`src/tdes_pkg.sv`:
```
// Purpose: constants for the transmit descriptor error status block
// Assumes: AHB-Lite register window of four words
// Notes: bit positions follow the descriptor status word layout
package tdes_pkg;
    // register byte offsets
    localparam logic [3:0] CTRL_OFS = 4'h0;
    localparam logic [3:0] STAT_OFS = 4'h4;
    localparam logic [3:0] ELOG_OFS = 4'h8;
    localparam logic [3:0] DIST_OFS = 4'hc;
    // control register fields
    localparam int CTRL_ON_BIT = 0;
    localparam int CTRL_SINGLE_BIT = 1;
    // status word bit positions
    localparam int BIT_CHAIN = 15;
    localparam int BIT_UNDERRUN = 14;
    localparam int BIT_RESERVED = 13;
    localparam int BIT_LATE = 12;
    localparam int BIT_CARRIER = 11;
    localparam int BIT_RETRY = 10;
    localparam int DIST_W = 10;
    // attempt limits
    localparam logic [4:0] MAX_ATTEMPTS = 5'h10;
    localparam logic [4:0] SINGLE_ATTEMPTS = 5'h01;
    // reset values and distance count limit
    localparam logic [5:0] ELOG_RST = 6'h00;
    localparam logic [DIST_W-1:0] DIST_RST = 10'h000;
    localparam logic [DIST_W-1:0] DIST_MAX = 10'h3ff;
    typedef enum logic [1:0] {ST_IDLE, ST_SEND, ST_WAIT} tdes_state_t;
endpackage

```
`src/tdes_top.sv`:
```
// Functional notes
// - set chain error when buffer lacks end marker and next is not owned
// - chain error on unowned next buffer or underrun before lookahead poll
// - chain error turns transmitter off; host clears the flag
// - chain error always also sets underrun flag
// - fifo empty before frame end truncates frame and sets underrun
// - underrun turns transmitter off
// - reserved status bit always written as zero
// - late collision sets its flag and frame is not retried
// - carrier sense falling during own transmission sets carrier loss
// - after carrier loss keep sending whole frame, no retry
// - retry flag after sixteen collision-failed attempts
// - single attempt mode sets retry flag after one failure
// - counter from attempt start to collision reported in low ten bits
// - error summary is OR of late, carrier, underrun, retry flags
// - on error write status, release descriptor, raise interrupt
// - status word written only when frame had an error
//
// Purpose: transmit error status and descriptor write-back
// Assumes: tx path inputs synchronous to ref_clk_in
// Notes: registers over AHB-Lite, zero wait states
//
// Register access over AHB-Lite and the register offsets were decided locally.
`timescale 1ns/1ns
`default_nettype none
module tdes_top (
    input wire logic ref_clk_in,
    input wire logic sys_rst_in,
    input wire logic hsel_in,
    input wire logic [31:0] haddr_in,
    input wire logic [1:0] htrans_in,
    input wire logic hwrite_in,
    input wire logic [2:0] hsize_in,
    input wire logic [31:0] hwdata_in,
    input wire logic hready_in,
    output logic [31:0] hrdata_out,
    output logic hreadyout_out,
    output logic hresp_out,
    input wire logic tx_start_in,
    input wire logic collision_in,
    input wire logic slot_elapsed_in,
    input wire logic receive_carrier_sense_in,
    input wire logic fifo_empty_in,
    input wire logic end_of_frame_marker_in,
    input wire logic next_owned_in,
    input wire logic lookahead_done_in,
    input wire logic buffer_done_in,
    input wire logic frame_done_in,
    output logic transmitter_on_out,
    output logic truncate_out,
    output logic retry_out,
    output logic desc_write_out,
    output logic desc_release_out,
    output logic [15:0] tx_descriptor_status_word_out,
    output logic desc_error_summary_out,
    output logic tx_interrupt_flag_out
);
    import tdes_pkg::*;

    tdes_state_t state_q, state_d;
    logic wr_pend_q;
    logic [3:0] wr_addr_q;
    logic single_attempt_mode_q;
    logic [5:0] elog_q, elog_d;
    logic [DIST_W-1:0] dist_last_q;
    logic [DIST_W-1:0] dist_q;
    logic dist_hold_q;
    logic [4:0] attempts_q;
    logic carrier_prev_q;
    logic buffer_chain_error_q;
    logic fifo_underrun_error_q;
    logic late_collision_flag_q;
    logic carrier_loss_flag_q;
    logic retry_exhausted_flag_q;
    logic transmitter_on_d;

    // bus decode
    wire ahb_go = hsel_in & htrans_in[1] & hready_in;
    wire addr_ok = haddr_in[31:4] == 28'h0000000;
    wire [3:0] a_ofs = {haddr_in[3:2], 2'h0};
    wire wr_now = wr_pend_q;
    wire wr_ctrl = wr_now & (wr_addr_q == CTRL_OFS);
    wire wr_elog = wr_now & (wr_addr_q == ELOG_OFS);
    wire [31:0] ctrl_word = {30'h0, single_attempt_mode_q, transmitter_on_out};
    wire [31:0] stat_word = {25'h0, attempts_q, state_q};
    wire [31:0] elog_word = {16'h0, elog_q, 10'h000};
    wire [31:0] dist_word = {22'h0, dist_last_q};
    wire [31:0] rd_word = !addr_ok ? 32'h0 :
        a_ofs == CTRL_OFS ? ctrl_word :
        a_ofs == STAT_OFS ? stat_word :
        a_ofs == ELOG_OFS ? elog_word : dist_word;

    // frame events
    wire in_send = state_q == ST_SEND;
    wire start_ok = (state_q == ST_IDLE) & tx_start_in & transmitter_on_out;
    wire restart = (state_q == ST_WAIT) & tx_start_in;
    wire coll = in_send & collision_in;
    wire late_coll = coll & slot_elapsed_in;
    wire early_coll = coll & ~slot_elapsed_in;
    wire [4:0] limit = single_attempt_mode_q ? SINGLE_ATTEMPTS : MAX_ATTEMPTS;
    wire [4:0] attempts_next = attempts_q + 5'h01;
    wire exhaust = early_coll & (attempts_next >= limit);
    wire retry = early_coll & ~exhaust;
    wire car_lost = in_send & carrier_prev_q & ~receive_carrier_sense_in;
    // no end marker, next not owned
    // or fifo ran dry before lookahead
    wire chain_err = in_send & ~end_of_frame_marker_in &
        ((buffer_done_in & ~next_owned_in) | (fifo_empty_in & ~lookahead_done_in));
    wire underrun = in_send & fifo_empty_in;
    wire abort = late_coll | exhaust | underrun | chain_err;
    wire finish = in_send & (frame_done_in | abort);

    // next flag values include same-cycle events
    wire chain_d = buffer_chain_error_q | chain_err;
    wire under_d = fifo_underrun_error_q | underrun | chain_err;
    wire late_d = late_collision_flag_q | late_coll;
    wire car_d = carrier_loss_flag_q | car_lost;
    wire retry_exhausted_flag_d = retry_exhausted_flag_q | exhaust;
    wire summary_d = late_d | car_d | under_d | retry_exhausted_flag_d;
    wire err_d = summary_d | chain_d;
    wire [15:0] word_d = {chain_d, under_d, 1'b0, late_d, car_d, retry_exhausted_flag_d, dist_q};

    // underrun forces transmitter off
    // hardware off wins over a software turn-on in the same cycle
    assign transmitter_on_d = (underrun | chain_err) ? 1'b0 :
        wr_ctrl ? hwdata_in[CTRL_ON_BIT] : transmitter_on_out;

    // sticky log, set wins over write-one-to-clear
    wire [5:0] elog_set = (finish & err_d) ? word_d[15:10] : 6'h00;
    wire [5:0] elog_clr = wr_elog ? hwdata_in[15:10] : 6'h00;
    assign elog_d = (elog_q & ~elog_clr) | elog_set;

    always_comb begin
        state_d = state_q;
        unique case (state_q)
            ST_IDLE: begin
                if (start_ok) begin
                    state_d = ST_SEND;
                end
            end
            ST_SEND: begin
                if (finish) begin
                    state_d = ST_IDLE;
                end else if (retry) begin
                    state_d = ST_WAIT;
                end
            end
            ST_WAIT: begin
                if (restart) begin
                    state_d = ST_SEND;
                end
            end
        endcase
    end

    // bus slave
    always_ff @(posedge ref_clk_in) begin
        if (sys_rst_in) begin
            wr_pend_q <= 1'b0;
            wr_addr_q <= CTRL_OFS;
            hrdata_out <= 32'h0;
            hreadyout_out <= 1'b0;
            hresp_out <= 1'b0;
        end else begin
            wr_pend_q <= ahb_go & hwrite_in & addr_ok;
            wr_addr_q <= a_ofs;
            hreadyout_out <= 1'b1;
            hresp_out <= 1'b0;
            if (ahb_go & ~hwrite_in) begin
                hrdata_out <= rd_word;
            end
        end
    end

    always_ff @(posedge ref_clk_in) begin
        if (sys_rst_in) begin
            single_attempt_mode_q <= 1'b0;
            transmitter_on_out <= 1'b0;
            elog_q <= ELOG_RST;
            state_q <= ST_IDLE;
        end else begin
            if (wr_ctrl) begin
                single_attempt_mode_q <= hwdata_in[CTRL_SINGLE_BIT];
            end
            transmitter_on_out <= transmitter_on_d;
            elog_q <= elog_d;
            state_q <= state_d;
        end
    end

    // per-frame flags, cleared at first attempt only
    always_ff @(posedge ref_clk_in) begin
        if (sys_rst_in | start_ok) begin
            buffer_chain_error_q <= 1'b0;
            fifo_underrun_error_q <= 1'b0;
            late_collision_flag_q <= 1'b0;
            carrier_loss_flag_q <= 1'b0;
            retry_exhausted_flag_q <= 1'b0;
            attempts_q <= 5'h00;
        end else if (in_send) begin
            buffer_chain_error_q <= chain_d;
            fifo_underrun_error_q <= under_d;
            late_collision_flag_q <= late_d;
            carrier_loss_flag_q <= car_d;
            retry_exhausted_flag_q <= retry_exhausted_flag_d;
            if (early_coll) begin
                attempts_q <= attempts_next;
            end
        end
    end

    // count from attempt start until collision
    always_ff @(posedge ref_clk_in) begin
        if (sys_rst_in | start_ok | restart) begin
            dist_q <= DIST_RST;
            dist_hold_q <= 1'b0;
            carrier_prev_q <= 1'b0;
        end else if (in_send) begin
            carrier_prev_q <= receive_carrier_sense_in;
            if (coll) begin
                dist_hold_q <= 1'b1;
            end else if (~dist_hold_q && dist_q != DIST_MAX) begin
                dist_q <= dist_q + 10'h001;
            end
        end
    end

    always_ff @(posedge ref_clk_in) begin
        if (sys_rst_in) begin
            dist_last_q <= DIST_RST;
            truncate_out <= 1'b0;
            retry_out <= 1'b0;
            desc_write_out <= 1'b0;
            desc_release_out <= 1'b0;
            tx_descriptor_status_word_out <= 16'h0000;
            desc_error_summary_out <= 1'b0;
            tx_interrupt_flag_out <= 1'b0;
        end else begin
            truncate_out <= underrun | chain_err;
            retry_out <= retry;
            // word and release in one cycle
            desc_write_out <= finish & err_d;
            desc_release_out <= finish;
            tx_interrupt_flag_out <= finish;
            if (finish) begin
                tx_descriptor_status_word_out <= word_d;
                desc_error_summary_out <= summary_d;
                dist_last_q <= dist_q;
            end
        end
    end
endmodule
`default_nettype wire

```
`config.mk`:
```
export PLATFORM = sky130hd
export DESIGN_NAME = tdes_top
export DESIGN_NICKNAME = d
export VERILOG_FILES = /design/src/tdes_pkg.sv /design/src/tdes_top.sv
export SDC_FILE = /design/constraint.sdc
export NUM_CORES = 1
export LEC_CHECK = 0
export ABC_CLOCK_PERIOD_IN_PS = 3300
export BUFFER_PORTS_ARGS = -buffer_cell sky130_fd_sc_hd__buf_2
export CAP_MARGIN = 20
export CORE_ASPECT_RATIO = 1.1
export CORE_MARGIN = 1
export CORE_UTILIZATION = 40
export DETAILED_ROUTE_END_ITERATION = 8
export HOLD_SLACK_MARGIN = 0.15
export PLACE_DENSITY = 0.79
export SLEW_MARGIN = 20
export SYNTH_ARGS = -nofsm -noshare
export SYNTH_HDL_FRONTEND = slang
export SYNTH_SLANG_ARGS = --single-unit
```
`constraint.sdc`:
```
create_clock -name ref_clk_in -period 3.3 [get_ports ref_clk_in]
set_clock_uncertainty 0.05 [all_clocks]
set_input_delay 0.66 -clock ref_clk_in [delete_from_list [all_inputs] [get_ports ref_clk_in]]
set_output_delay 0.66 -clock ref_clk_in [all_outputs]
set_load 0.05 [all_outputs]
```
==> run metrics, run 1 <==
status finished, final reports clean; tightest hold margin 384 ps; yosys warns 0; vias in the first global route roughly 2.6k; DP HPWL 5.77 mm; DRC 0; Critical Path RT approximately 3500 ps; Worst VDD drop about 0.00015 V; Async SR Flop Fraction 0%; Final period util roughly 91%; gr ovfl total 0; Sw Pwr 403 µW; power share of the clock group around two fifths; Synth area leader dfxtp_1; first-pass GRT wire length ~12 mm; FF+latch count, synth 72; 1st-iter DRT viols 228; register area share after synthesis about 44%; Worst Max-Slew Pin Slew ~800 ps; Worst path most repeated cell ha_1; Syn Area/Cell around 8.8 µm²; Synth Flop Type dfxtp_1; Post-synth EDFFs 0; fill count ~730; CTS Hold Buffers Added 0; Synth cell types between 50 and 60; Die Height between 90 and 100 µm; post-synth top area share between 40% and 50%; vias per inst 5.31; Final GP Congestion 0.817; Root Buffer clkbuf_8; Worst Path Arrival roughly 3200 ps; proportion of layout cells with a drive suffix above 1 between 20% and 30%; PortBufs slightly above 90; Area growth, synth to finish 19.9%; setup TNS 0 ps; Pleak roughly 0.0016 µW; top cells by area, synth dfxtp_1 (44%), a21oi_1 (5.1%), nor2_1 (4.5%), buf_4 (4.4%), nand3_1 (3.7%); combinational power share ~7.7%; CTS H-tree depth 3; crit path cell chain ha_1 > nand3_1 > xnor2_1 > ha_1 > or2_2 > a2111oi_4 > o311a_2 > nor2_1 > a211oi_1; Slew Limit Fails 0; Final Non-Filler Cells between 500 and 600; Final Hold Viols 0; ANT cells 0; count leader, synth dfxtp_1; Net Sw Frac about a quarter; Internal Dissipation 1270 µW; fmax about 330 MHz; MaxCap Viol Count 0; initial antenna violation count 0; Die ar. approximately 8500 µm²; Inst Count DP about 550; worst rel slew slack 46.5%; fin crit period 3010 ps; RSZ-0062 raised after global routing false; # IOs between 100 and 150; die width approximately 90 µm; nets ~540; DR WL/cell between 10 and 15 µm; max incr delay on CP 470 ps; Post-DP Area 3700 µm²; Setup Buffers After CTS 0; post-synthesis cell area around 3200 µm²; Detailed Route WL 7.84 mm; dpl ws ~320 ps; CTS sink cnt 72; core region area between 7000 and 8000 µm²; via count around 3.0k; Commonest cells post-synth dfxtp_1 (72), nor2_1 (39), a21oi_1 (33); startpoint types flip-flop; critical-path maximum fanout 13; Bufs on Longest Clock Path 2; TritonCTS clock tree done; CTS clock-pin slew for the worst setup and hold paths 70 ps; CTS resizes 0; TritonCTS Buffers 9; Initial Utilization between 40% and 50%; final setup violation count 0; PD cells 430 nW/µm²; ANT nets after route 0; Placement Rows 34; first-pass detailed-route iteration total 5; worst skew pair latency ~340 ps; Seq pwr share 52.1%; Slowest cell on crit path dfxtp_1; Critical Path End Type flip-flop; worst hold path type reg2reg; Syn Inst Count 368; Design Area, Final around 4000 µm²; final worst setup slack between 200 and 300 ps; Setup CP Type reg2reg; Total Routing Usage GR around a fifth; pin count of the biggest net entering global routing 47
[cells in the final DEF (no fill, tap or decap), types with 5 or more instances in the layout]
cell type  instances
buf_2             92
dfxtp_1           72
nor2_1            39
a21oi_1           33
nand2_1           27
nand3_1           24
o21ai_0           20
conb_1            18
a22oi_1           14
clkbuf_8          10
nor4_1             8
nand2b_1           6
nor2b_1            6
xor2_1             6
nand4_1            5
mux2i_1            5
inv_1              5
or3_1              5
a211oi_1           5
[worst paths after layout]
check / startpoint / end / slack, ps / cells past startpoint
setup / recovery: attempts_q[0] / tx_descriptor_status_word_out[15] / 290 / 9
hold / removal: elog_q[3] / elog_q[3] / 380 / 2
setup reg to reg: attempts_q[0] / tx_descriptor_status_word_out[15] / 290 / 9
hold reg to reg: elog_q[3] / elog_q[3] / 380 / 2
[routing by layer]
layer	share of wire, %	routed length [µm]	up-vias	GRT usage, %
li1	-	-	1452	-
met1	41	3190	1416	20.8
met2	51	4010	122	33.7
met3	5.7	449	23	4.93
met4	2.5	199	0	9.02
met5	0	0	-	0
[area by class of cell]
cell class	count	area, µm²	share of cell area, %
multi-input cells	271	1620	41.6
repair buffers	95	483	12.4
clock inverters	3	42.5	1.09
well taps	108	135	3.48
clock buffers	12	145	3.73
flip-flops and latches	72	1440	37.1
inverters	6	22.5	0.579
[power groups by stage]
stage	combinational [µW]	sequential [µW]	clock [µW]
3_5_place_dp	127	891	0
4_1_cts	128	871	682
5_1_grt	139	871	726
3_3_place_gp	126	891	0
2_1_floorplan	97.9	893	0
6_report	128	871	673
[cell families (layout without fill, tap and decap cells)]
group | Yosys count | in the layout | synth area share, %
compound gates | 91 | 91 | 18.4
other cells | 1 | 18 | 0.116
buf+inv | 42 | 116 | 7.64
simple gates | 143 | 143 | 23.4
fa+ha+maj | 4 | 4 | 1.54
flops | 72 | 72 | 44.4
xor+xnor | 10 | 10 | 2.93
mux | 5 | 5 | 1.54
[sequential cells by signal, summed over array words and instances (netlist names), 2 cells and up]
register	flops
hrdata_out	16
dist_q	10
dist_last_q	9
elog_q	6
tx_descriptor_status_word_out	6
attempts_q	5
state_q	2
wr_addr_q	2
[critical path: cells and delay by family (launching register included)]
kind	cells	cell delay [ps]
flip-flops	1	470
AND/OR/NAND/NOR	3	630
XOR/XNOR	1	190
AO/OA/AOI/OAI	3	1040
adder cells (fa/ha/maj)	2	520
[per-stage QoR]
stage	power [µW]	utilization, %
CTS	1680	49.4
global placement	1020	47.0
detailed placement	1020	47.0
global route	1740	49.4
floorplan	991	-
finish	1670	49.4
Power figures use the tool's default switching activity.
==> run 2: changes to the inputs <==
Settings changed: REMOVE_ABC_BUFFERS set to 1, SETUP_SLACK_MARGIN set to 0.15.
==> run 2 against run 1 <==
  * Sequential power hardly changed
  * Hold slack better by 5.9 ps
  * Via count is 0.43% lower
  * Clock-buffer cell count is 3 lower
  * Largest cell class unchanged
  * Worst setup slack better by 170 ps
  * Non-clock buffer count is 2 higher
==> run metrics, run 2 (same netlist as run 1, synthesis figures left out) <==
Total Routing Usage GR 19.3% (+0.44 points); Setup Buffers After CTS 0 (unchanged); worst skew pair latency 350 ps (about the same); most common cell after layout, fill and taps aside buf_2; fmax 352 MHz (+6.1%); Root Buffer clkbuf_8; Biggest register hrdata_out; critical-path maximum fanout 8 (-5); Bufs on Longest Clock Path 2 (unchanged); fin crit period 2840 ps (-172 ps); met3 Resource Use GR 4.59% (-0.34 points); die width 87.9 µm (unchanged); status finished, final reports clean; setup TNS 0 ps (unchanged); Detailed Route WL 8.19 mm (+4.4%); worst hold path type reg2reg; CTS H-tree depth 3 (unchanged); final worst setup slack 462 ps (+172 ps); vias in the first global route 2,610 (-1.2%); Design Area, Final 3940 µm² (+1.4%); CTS sink cnt 72 (unchanged); Pleak 0.00164 µW (+1.7%); crit path cell chain ha_1 > nand3_1 > xnor2_1 > ha_1 > or2_2 > a2111oi_4 > o311a_2 > buf_4 > o21ai_0 > a21oi_1; Die Height 96.4 µm (unchanged); Top Registers hrdata_out: 16 flops, dist_q: 10 flops, dist_last_q: 9 flops; PortBufs 92 (unchanged); TritonCTS clock tree done; Placement Rows 34 (unchanged); first-pass GRT wire length 12.2 mm (+1.1%); MaxCap Viol Count 0 (unchanged); met2 Use GR 33.7% (+0.065 points); max FFs per register 16 (unchanged); TritonCTS Buffers 9 (unchanged); Worst path most repeated cell ha_1; Area growth, synth to finish 21.6%; core region area 7870 µm² (unchanged); first-pass detailed-route iteration total 4 (-1); proportion of layout cells with a drive suffix above 1 27.9% (+0.91 points); nets 545 (+0.37%); Worst Path Arrival 3070 ps (-130 ps); ANT nets after route 0 (unchanged); commonest non-fill, non-tap cells in the layout buf_2 (92), dfxtp_1 (72), nor2_1 (39), a21oi_1 (33), nand2_1 (27); final setup violation count 0 (unchanged); initial antenna violation count 0 (unchanged); Final Util 50.1% (+0.70 points); grt peak-use layer met2; RSZ-0062 raised after global routing false; met1 Usage GRT 21.5% (+0.70 points); # IOs 141 (unchanged); Slowest cell on crit path dfxtp_1; vias per inst 5.26 (-0.96%); Post-DP Area 3710 µm² (+0.41%); Final Hold Viols 0 (unchanged); CTS clock-pin slew for the worst setup and hold paths 80 ps (about the same); Critical Path End Type flip-flop; ANT cells 0 (unchanged); Initial Utilization 41.2% (unchanged); DRC 0 (unchanged); Worst VDD drop 0.000185 V (+20%); 1st-iter DRT viols 151 (-34%); via count 3,000 (-0.43%); worst rel slew slack 39.2% (-7.2 points); Slew Limit Fails 0 (unchanged); Die ar. 8470 µm² (unchanged); pin count of the biggest net entering global routing 47 (unchanged); Final GP Congestion 0.824 (+0.81%); Setup CP Type reg2reg; Final period util 86.0% (-5.2 points); Worst Max-Slew Pin Slew 911 ps (+114 ps); max incr delay on CP 490 ps (+20 ps); startpoint types flip-flop; tightest hold margin 390 ps (+5.92 ps); dpl ws 484 ps (+165 ps); Critical Path RT 3530 ps (+40 ps); DR WL/cell 14.4 µm (+3.9%); DP HPWL 5.94 mm (+3.0%); gr ovfl total 0 (unchanged); PD cells 451 nW/µm² (+4.9%)
[run 2: cell types whose count changed in the layout (fill, tap and decap cells not counted), sizes merged]
cell    change
bufinv      +1
inv         +2
clkbuf      -3
buf         +2
clkinv      +1
[run 2: worst paths after layout]
kind | slack [ps] | from | depth (start not counted) | end
max reg2reg | 460 | attempts_q[0] | 10 | dist_last_q[0]
max | 460 | attempts_q[0] | 10 | dist_last_q[0]
min | 390 | elog_q[3] | 2 | elog_q[3]
min reg2reg | 390 | elog_q[3] | 2 | elog_q[3]
[run 2: through the flow]
step	cells	total power (µW)
global route	570	1840
global placement	554	1020
CTS	570	1800
floorplan	349	963
finish	570	1780
detailed placement	554	1020
[run 2: power breakdown]
part           leakage, µW  total, µW  internal, µW  switching (µW)
Clock             0.000110        779           433             346
Sequential        0.000581        870           870           0.594
Combinational     0.000953        131          34.6            96.0
Total              0.00164       1780          1340             442
[run 2: what timing repair did]
action                                  4_1_cts  5_1_grt
hold buffers                                  0        0
endpoints found under the setup margin        0        1
gates resized for setup                       0        1
[run 2: critical path: cells and delay by family, from the launching register on]
kind | cells | cell delay (ps)
buf+inv | 1 | 190
compound gates | 4 | 900
simple gates | 2 | 470
flops | 1 | 490
xor+xnor | 1 | 170
fa+ha+maj | 2 | 510
[run 2: final cells by class]
cell class / instances / area (µm²)
inverter: 6 / 22.5
clock inverter: 7 / 103
clock buffer: 9 / 124
sequential: 72 / 1440
fill: 745 / 3930
tap: 108 / 135
timing repair buffer: 97 / 498
multi-input combinational: 271 / 1620
[run 2: per-layer routing]
metal	vias to the layer above	routed length [µm]
met5	-	0
met4	0	219
met3	18	581
met2	112	4090
met1	1407	3290
li1	1463	-
